--- config.mk ---
export PLATFORM = sky130hd
export DESIGN_NAME = llpc_bank_flat
export DESIGN_NICKNAME = d
export VERILOG_FILES = /design/src/inc/llpc_pkg.sv /design/src/inc/llpc_bank_if.sv /design/src/llpc_bank.sv /design/src/flat_wrapper.sv
export VERILOG_INCLUDE_DIRS = /design/src /design/src/inc
export SDC_FILE = /design/constraint.sdc
export NUM_CORES = 1
export LEC_CHECK = 0
export BUFFER_PORTS_ARGS = -buffer_cell sky130_fd_sc_hd__buf_2
export CORE_MARGIN = 2
export CORE_UTILIZATION = 35
export CTS_CLUSTER_DIAMETER = 30
export DETAILED_ROUTE_END_ITERATION = 10
export SYNTH_ARGS = -nofsm -noshare
export SYNTH_HDL_FRONTEND = slang
export SYNTH_SLANG_ARGS = --single-unit
--- constraint.sdc ---
create_clock -name lclk -period 3.55 [get_ports lclk]
set_input_delay 0.71 -clock lclk [delete_from_list [all_inputs] [get_ports lclk]]
set_output_delay 0.71 -clock lclk [all_outputs]
set_load 0.005 [all_outputs]
--- src/inc/llpc_defines.svh ---
// Constants of the lane pattern checker: offsets, field positions, reset values.
// Included by the package and by every design file that needs a number.
`ifndef LLPC_DEFINES_SVH
`define LLPC_DEFINES_SVH

// =============================================================
// Sizes
`define LLPC_NBANKS 4
`define LLPC_FRAME_LEN 8
`define LLPC_LANE_W 13
`define LLPC_STROBE_BIT 12
`define LLPC_ADDR_W 12

// =============================================================
// Register byte offsets
`define LLPC_OFS_CFG 12'h710
`define LLPC_OFS_CTRL 12'h711
`define LLPC_OFS_SUM 12'h712
`define LLPC_OFS_PAT 12'h720
`define LLPC_OFS_STAT 12'h750
`define LLPC_OFS_CAP 12'h760
`define LLPC_PAT_BYTES 12'h010
`define LLPC_STAT_BYTES 12'h008
`define LLPC_CAP_BYTES 12'h040

// =============================================================
// Field positions
`define LLPC_CFG_EN_LSB 4
`define LLPC_CFG_HOLD_BIT 1
`define LLPC_CFG_CONT_BIT 0
`define LLPC_CTRL_TRIG_BIT 0
`define LLPC_SUM_RUN_LSB 4

// =============================================================
// Reset values
`define LLPC_CFG_RESET 8'h00
`define LLPC_CTRL_RESET 8'h00
`define LLPC_PAT_RESET 16'h0000

`endif

--- src/inc/llpc_pkg.sv ---
// Types shared by the lane pattern checker and its per-bank checker.
// Assumes llpc_defines.svh is on the include path.
`include "llpc_defines.svh"

package llpc_pkg;

  // =============================================================
  // Data shapes
  typedef logic [`LLPC_LANE_W-1:0] llpc_lane_t;
  typedef llpc_lane_t [`LLPC_FRAME_LEN-1:0] llpc_frame_t;
  typedef llpc_lane_t [`LLPC_NBANKS-1:0] llpc_banks_t;
  typedef logic [$clog2(`LLPC_FRAME_LEN)-1:0] llpc_idx_t;

  // =============================================================
  // Per-bank checker states, Gray along idle, armed, run, halt
  typedef enum logic [1:0] {
    LLPC_IDLE = 2'b00,
    LLPC_ARMED = 2'b01,
    LLPC_RUN = 2'b11,
    LLPC_HALT = 2'b10
  } llpc_chk_st_t;

  // Levels that cross from the register domain to the link domain
  typedef struct packed {
    logic pat_tgl;
    logic trig;
    logic hold;
    logic cont;
    logic [`LLPC_NBANKS-1:0] en;
  } llpc_lvl_t;

  // =============================================================
  // State records
  typedef struct packed {
    llpc_chk_st_t st;
    llpc_idx_t fcnt;
    logic strb_prev;
    logic err;
    logic alarm;
    llpc_lane_t miss;
    llpc_frame_t shadow;
    llpc_frame_t cap;
  } llpc_bank_st_t;

  typedef struct packed {
    logic [7:0] cfg;
    logic [7:0] ctrl;
    logic [`LLPC_FRAME_LEN-1:0][15:0] pat;
    llpc_banks_t stat;
    logic pat_tgl;
    logic [1:0][`LLPC_NBANKS-1:0] run_sync;
    logic [2:0] req_sync;
    logic ack;
    logic [7:0] rdata;
  } llpc_host_st_t;

  typedef struct packed {
    llpc_lvl_t [1:0] lvl_sync;
    logic trig_prev;
    logic pat_prev;
    llpc_frame_t pat;
    llpc_banks_t pend;
    llpc_banks_t held;
    logic req;
    logic [1:0] ack_sync;
    llpc_banks_t dac;
    logic block;
  } llpc_link_st_t;

endpackage

--- src/inc/llpc_bank_if.sv ---
// Carrier between the checker top and one per-bank checker.
// Everything on it belongs to the link clock domain.
`timescale 1ns/1ns

interface llpc_bank_if;
  import llpc_pkg::*;

  llpc_lane_t sample;
  llpc_frame_t pattern;
  logic start;
  logic stop;
  logic en;
  logic hold;
  logic cont;
  logic run;
  logic alarm;
  llpc_lane_t miss;
  llpc_frame_t cap;

  modport ctl (
    output sample, pattern, start, stop, en, hold, cont,
    input run, alarm, miss, cap
  );
  modport chk (
    input sample, pattern, start, stop, en, hold, cont,
    output run, alarm, miss, cap
  );
endinterface

--- src/llpc_bank.sv ---
// Per-bank frame checker on the link clock.
// Assumes its controls are already synchronised to lclk by the top.
`timescale 1ns/1ns
`include "llpc_defines.svh"

module llpc_bank (
  input wire logic lclk,
  input wire logic arst_n,
  llpc_bank_if.chk bus
);
  import llpc_pkg::*;

  llpc_bank_st_t s_q, s_d;

  // =============================================================
  // Next state
  always_comb begin
    llpc_lane_t mism;
    llpc_idx_t cur;
    logic edge_s;
    logic checking;
    logic err_now;
    mism = '0;
    cur = '0;
    edge_s = 1'b0;
    checking = 1'b0;
    err_now = 1'b0;
    s_d = s_q;
    edge_s = bus.sample[`LLPC_STROBE_BIT] & ~s_q.strb_prev;
    // Hold keeps the counter free running so the strobe lane may carry any pattern
    cur = (edge_s && !bus.hold) ? '0 : s_q.fcnt;
    s_d.fcnt = cur + 1'b1;
    s_d.strb_prev = bus.sample[`LLPC_STROBE_BIT];
    // Misplaced strobe edge is flagged whether or not realignment is held
    s_d.alarm = edge_s && (s_q.fcnt != '0);
    mism = bus.sample ^ bus.pattern[cur];
    s_d.miss = '0;
    checking = (s_q.st == LLPC_RUN) || ((s_q.st == LLPC_ARMED) && (cur == '0));
    case (s_q.st)
      LLPC_IDLE: begin
        if (bus.start && bus.en) begin
          s_d.st = LLPC_ARMED;
        end
      end
      LLPC_ARMED: begin
        if (cur == '0) begin
          s_d.st = LLPC_RUN;
        end
      end
      default: begin
      end
    endcase
    if (checking) begin
      s_d.miss = mism;
      s_d.shadow[cur] = bus.sample;
      err_now = ((cur == '0) ? 1'b0 : s_q.err) | (|mism);
      s_d.err = err_now;
      // Halt only at frame end so the whole failing frame is kept
      if ((cur == llpc_idx_t'(`LLPC_FRAME_LEN - 1)) && err_now && !bus.cont) begin
        s_d.st = LLPC_HALT;
        s_d.cap = s_d.shadow;
      end
    end
    if (bus.stop || !bus.en) begin
      s_d.st = LLPC_IDLE;
    end
  end

  // =============================================================
  // State register
  always_ff @(posedge lclk or negedge arst_n) begin
    if (!arst_n) begin
      s_q <= '0;
    end else begin
      s_q <= s_d;
    end
  end

  assign bus.run = (s_q.st == LLPC_RUN);
  assign bus.alarm = s_q.alarm;
  assign bus.miss = s_q.miss;
  assign bus.cap = s_q.cap;
endmodule

--- src/flat_wrapper.sv ---
// flat-port wrapper written by rule: the top's interface ports become plain ports
module llpc_bank_flat import llpc_pkg::*;
  (lclk, arst_n, bus_sample, bus_pattern, bus_start, bus_stop, bus_en, bus_hold, bus_cont, bus_run, bus_alarm, bus_miss, bus_cap);
  llpc_bank_if bus_i ();
  input wire logic lclk;
  input wire logic arst_n;
  input wire logic [$bits(bus_i.sample)-1:0] bus_sample;
  input wire logic [$bits(bus_i.pattern)-1:0] bus_pattern;
  input wire logic [$bits(bus_i.start)-1:0] bus_start;
  input wire logic [$bits(bus_i.stop)-1:0] bus_stop;
  input wire logic [$bits(bus_i.en)-1:0] bus_en;
  input wire logic [$bits(bus_i.hold)-1:0] bus_hold;
  input wire logic [$bits(bus_i.cont)-1:0] bus_cont;
  output wire logic [$bits(bus_i.run)-1:0] bus_run;
  output wire logic [$bits(bus_i.alarm)-1:0] bus_alarm;
  output wire logic [$bits(bus_i.miss)-1:0] bus_miss;
  output wire logic [$bits(bus_i.cap)-1:0] bus_cap;
  assign bus_i.sample = bus_sample;
  assign bus_i.pattern = bus_pattern;
  assign bus_i.start = bus_start;
  assign bus_i.stop = bus_stop;
  assign bus_i.en = bus_en;
  assign bus_i.hold = bus_hold;
  assign bus_i.cont = bus_cont;
  assign bus_run = bus_i.run;
  assign bus_alarm = bus_i.alarm;
  assign bus_miss = bus_i.miss;
  assign bus_cap = bus_i.cap;
  llpc_bank u_core (.lclk(lclk), .arst_n(arst_n), .bus(bus_i));
endmodule
==> summary.txt <==
Routing
  • First-pass DRT Iterations: 4
  • DRC Markers: 0
  • Detailed Route WL: between 20 and 30 mm
  • Vias per cell: roughly 4.7
  • DRT iter0 DRCs: between 200 and 250
  • Total vias in the final route: between 7,000 and 8,000
  • WL/cell: between 15 and 20 microns
  • Routed Antenna Nets: 0

Floorplanning
  • Starting density of the core: 0.356
  • Die ar.: roughly 36,000 sq um
  • Ports: around 240
  • Die Ht: 189 microns
  • Rows: 67
  • Total core area: ~34,000 sq um
  • Die W: 189 microns

Synth
  • EDFF count, synth: 0
  • Share of synthesized registers carrying an async set or reset: 1.00
  • Gate Count Post-Synth: 892
  • Ys Warns: 0
  • Synthesized cell area: approximately 12,000 sq um
  • Avg Cell Area, Syn: around 13 sq um
  • Ys flop type: dfrtp_1
  • Cell variety after synth: 49
  • Seq cells post-synth: around 230
  • Post-synthesis sequential area ratio: 0.480
  • Syn_nets: around 1,000

STA
  • Skew final: between 0.02 and 0.025 ns
  • Final hold slack: approximately 0.19 ns
  • Final Setup Violations: 0
  • Slew headroom: 0.464
  • Endpoints failing hold: 0
  • Clock period minus worst slack: approximately 3.2 ns
  • Setup ws final: about 0.37 ns
  • Slew @ Worst Pin: between 0.8 and 0.9 ns
  • Fin crit share: 0.895
  • Fmax: between 300 and 400 MHz
  • Slew Limit Fails: 0
  • Unrepaired setup endpoints after global routing: no
  • Setup TNS: 0 ns

Setup path
  • CP cell instances: buf_4 -> mux2i_1 -> a221oi_1 -> o221ai_1 -> xor2_1 -> nand4_1 -> nor2_2 -> a31oi_4 -> buf_12 -> buf_12 -> mux2_4
  • CP max-delay cell: dfrtp_4
  • R2R depth: 11
  • WP data required: a little under 4 ns
  • Critical path capture point type: flip-flop
  • R2r setup slk: about 0.37 ns
  • Critical Path AT: between 3 and 4 ns
  • Crit-path most repeated cell: buf_12
  • Critical R2R Capture: u_core.bus.cap[55]$_DFFE_PN0P_
  • Critical path startpoint category: flip-flop
  • Crit path max-delay family: compound AO/OA/AOI/OAI gates
  • Worst R2R Start: u_core.s_q[224]$_DFF_PN0_
  • Setup CP Type: flip-flop to flip-flop
  • Crit path largest cell delay: just under 0.6 ns
  • Crit path buffers/inverters: 3
  • CP max FO: 17

GRT
  • Tot GR Track Use: 0.171
  • Initial antenna violation count: 1
  • Global-route wire length before repair: ~47 mm
  • Vias in the first global route: 7,969
  • Largest net degree at the start of global routing: slightly below 100
  • Overflow after GRT: 0

Finish
  • Layout cells sized above 1: 0.656
  • Area Growth Syn to Fin: 26.1%
  • Number of nets in the layout: ~1,200

CTS
  • CTS H-tree depth: 2
  • Clock buffer depth: 3
  • CTS buffer count: 56
  • CTS tree: yes
  • Clock slew at reported path FFs: 0.05 ns
  • Root Buffer: clkbuf_16
  • Hold-fix buffers, CTS: 0
  • Clk_lat worst skew: ~0.55 ns
  • CTS sink cnt: around 230

Job
  • Max-cap viol count: 0

Placement
  • Port-buffer cells: around 240
  • Hpwl dp: ~21 mm
  • Pre-CTS setup slack: 0.0528 ns
  • Routability Congestion: 0.857

Power
  • Worst VDD drop: approximately 0.38 mV
  • LEAKAGE: a little under 0.008 uW
  • Pwr Density: 733 nW/um^2

Hold path
  • HP Class: input pin to async pin

Status
  • Status: finished, final reports clean
-- stage by stage --
| step | cells | utilization | cell area, sq um | total power (uW) |
|---|---|---|---|---|
| 2_1_floorplan | 892 | - | 11900 | 4960 |
| 3_3_place_gp | 1450 | 0.387 | 13000 | 5580 |
| 3_5_place_dp | 1450 | 0.387 | 13000 | 5620 |
| 4_1_cts | 1556 | 0.449 | 15100 | 11200 |
| 5_1_grt | 1557 | 0.449 | 15100 | 11600 |
| 6_report | 1557 | 0.449 | 15100 | 11000 |
-- timing repair --
item	in CTS	in global routing
endpoints found under the setup margin	0	19
buffers inserted	0	0
endpoints found under the hold margin	0	0
gates resized for setup	0	1
-- cells in the mapped netlist, drive strengths merged (2+ instances only) --
library cell	instances	share of area
nand4	2	0.0010
nor3	2	0.00084
a31oi	2	0.0023
mux2i	19	0.016
o2111ai	7	0.0051
buf	150	0.091
xnor2	4	0.0029
nand3b	9	0.0057
o221ai	5	0.0037
nor2b	4	0.0021
nor2	24	0.0078
ha	3	0.0031
clkbuf	31	0.0097
a21o	7	0.0044
nor3b	4	0.0025
mux2	312	0.31
nand3	16	0.0071
nand2b	3	0.0016
a221oi	4	0.0035
a21oi	7	0.0029
xor2	8	0.0059
and2	5	0.0026
dfrtp	229	0.48
inv	5	0.0016
mux4	9	0.017
nand2	8	0.0025
-- cells in the final DEF, fill, tap and decap left out, types with 5 or more instances in the layout --
cell type     n
buf_2       241
mux2i_1      19
clkinvlp_4    9
o221ai_1      5
nor2_1       23
mux2_4       49
o2111ai_1     7
nand2_1       8
buf_12        5
clkbuf_16    58
dfrtp_1     228
clkinv_4      7
a21oi_1       6
mux2_2      263
a21o_1        7
clkbuf_8      6
nand3b_1      9
clkinv_2     11
mux4_2        9
xor2_1        8
buf_4        44
nand3_1      15
bufinv_16    11
-- cell families (layout without fill, tap and decap cells) --
family,count (synthesis),count (layout),share of synthesized area
mux,340,340,0.342
flops,229,229,0.480
buf+inv,186,402,0.102
simple gates,82,82,0.0368
compound gates,40,40,0.0273
xor+xnor,12,12,0.00880
fa+ha+maj,3,3,0.00314
other cells,0,1,0
-- registers in the layout (all words and copies together), names as in the netlist --
register	cells
u_core.bus.cap	104
u_core.bus.alarm	1
u_core.s_q	111
u_core.bus.miss	13
-- power by group --
part | internal [uW] | switching, uW
registers | 3070 | 251
logic | 1240 | 1010
clock network | 3890 | 1590
-- layout make-up --
cell class	count	area, sq um
Fill cell	3097	18500
Sequential cell	229	5730
Multi-Input combinational cell	477	5020
Timing Repair Buffer	291	1650
Clock buffer	67	1550
Tap cell	448	561
Clock inverter	39	531
Inverter	5	18.8
Antenna cell	1	2.50
-- worst max-delay path by stage --
stage | cells past startpoint | start | slack (ns) | endpoint
floorplan | 13 | bus_hold | 0.55 | u_core.bus.cap[11]$_DFFE_PN0P_
global placement | 12 | bus_hold | 0.1 | u_core.bus.cap[71]$_DFFE_PN0P_
detailed placement | 12 | bus_hold | 0.05 | u_core.bus.cap[70]$_DFFE_PN0P_
CTS | 11 | u_core.s_q[224]$_DFF_PN0_ | 0.28 | u_core.bus.cap[55]$_DFFE_PN0P_
global route | 11 | u_core.s_q[224]$_DFF_PN0_ | 0.09 | u_core.bus.cap[55]$_DFFE_PN0P_
finish | 11 | u_core.s_q[224]$_DFF_PN0_ | 0.37 | u_core.bus.cap[55]$_DFFE_PN0P_
-- per-layer routing --
layer	vias up	global-route usage	part of all wire
met5	-	0	0
met3	45	0.0328	0.053
li1	3427	-	-
met2	182	0.275	0.47
met1	3653	0.235	0.46
met4	0	0.0493	0.016
Note: power is estimated with default switching activity, not from simulation.
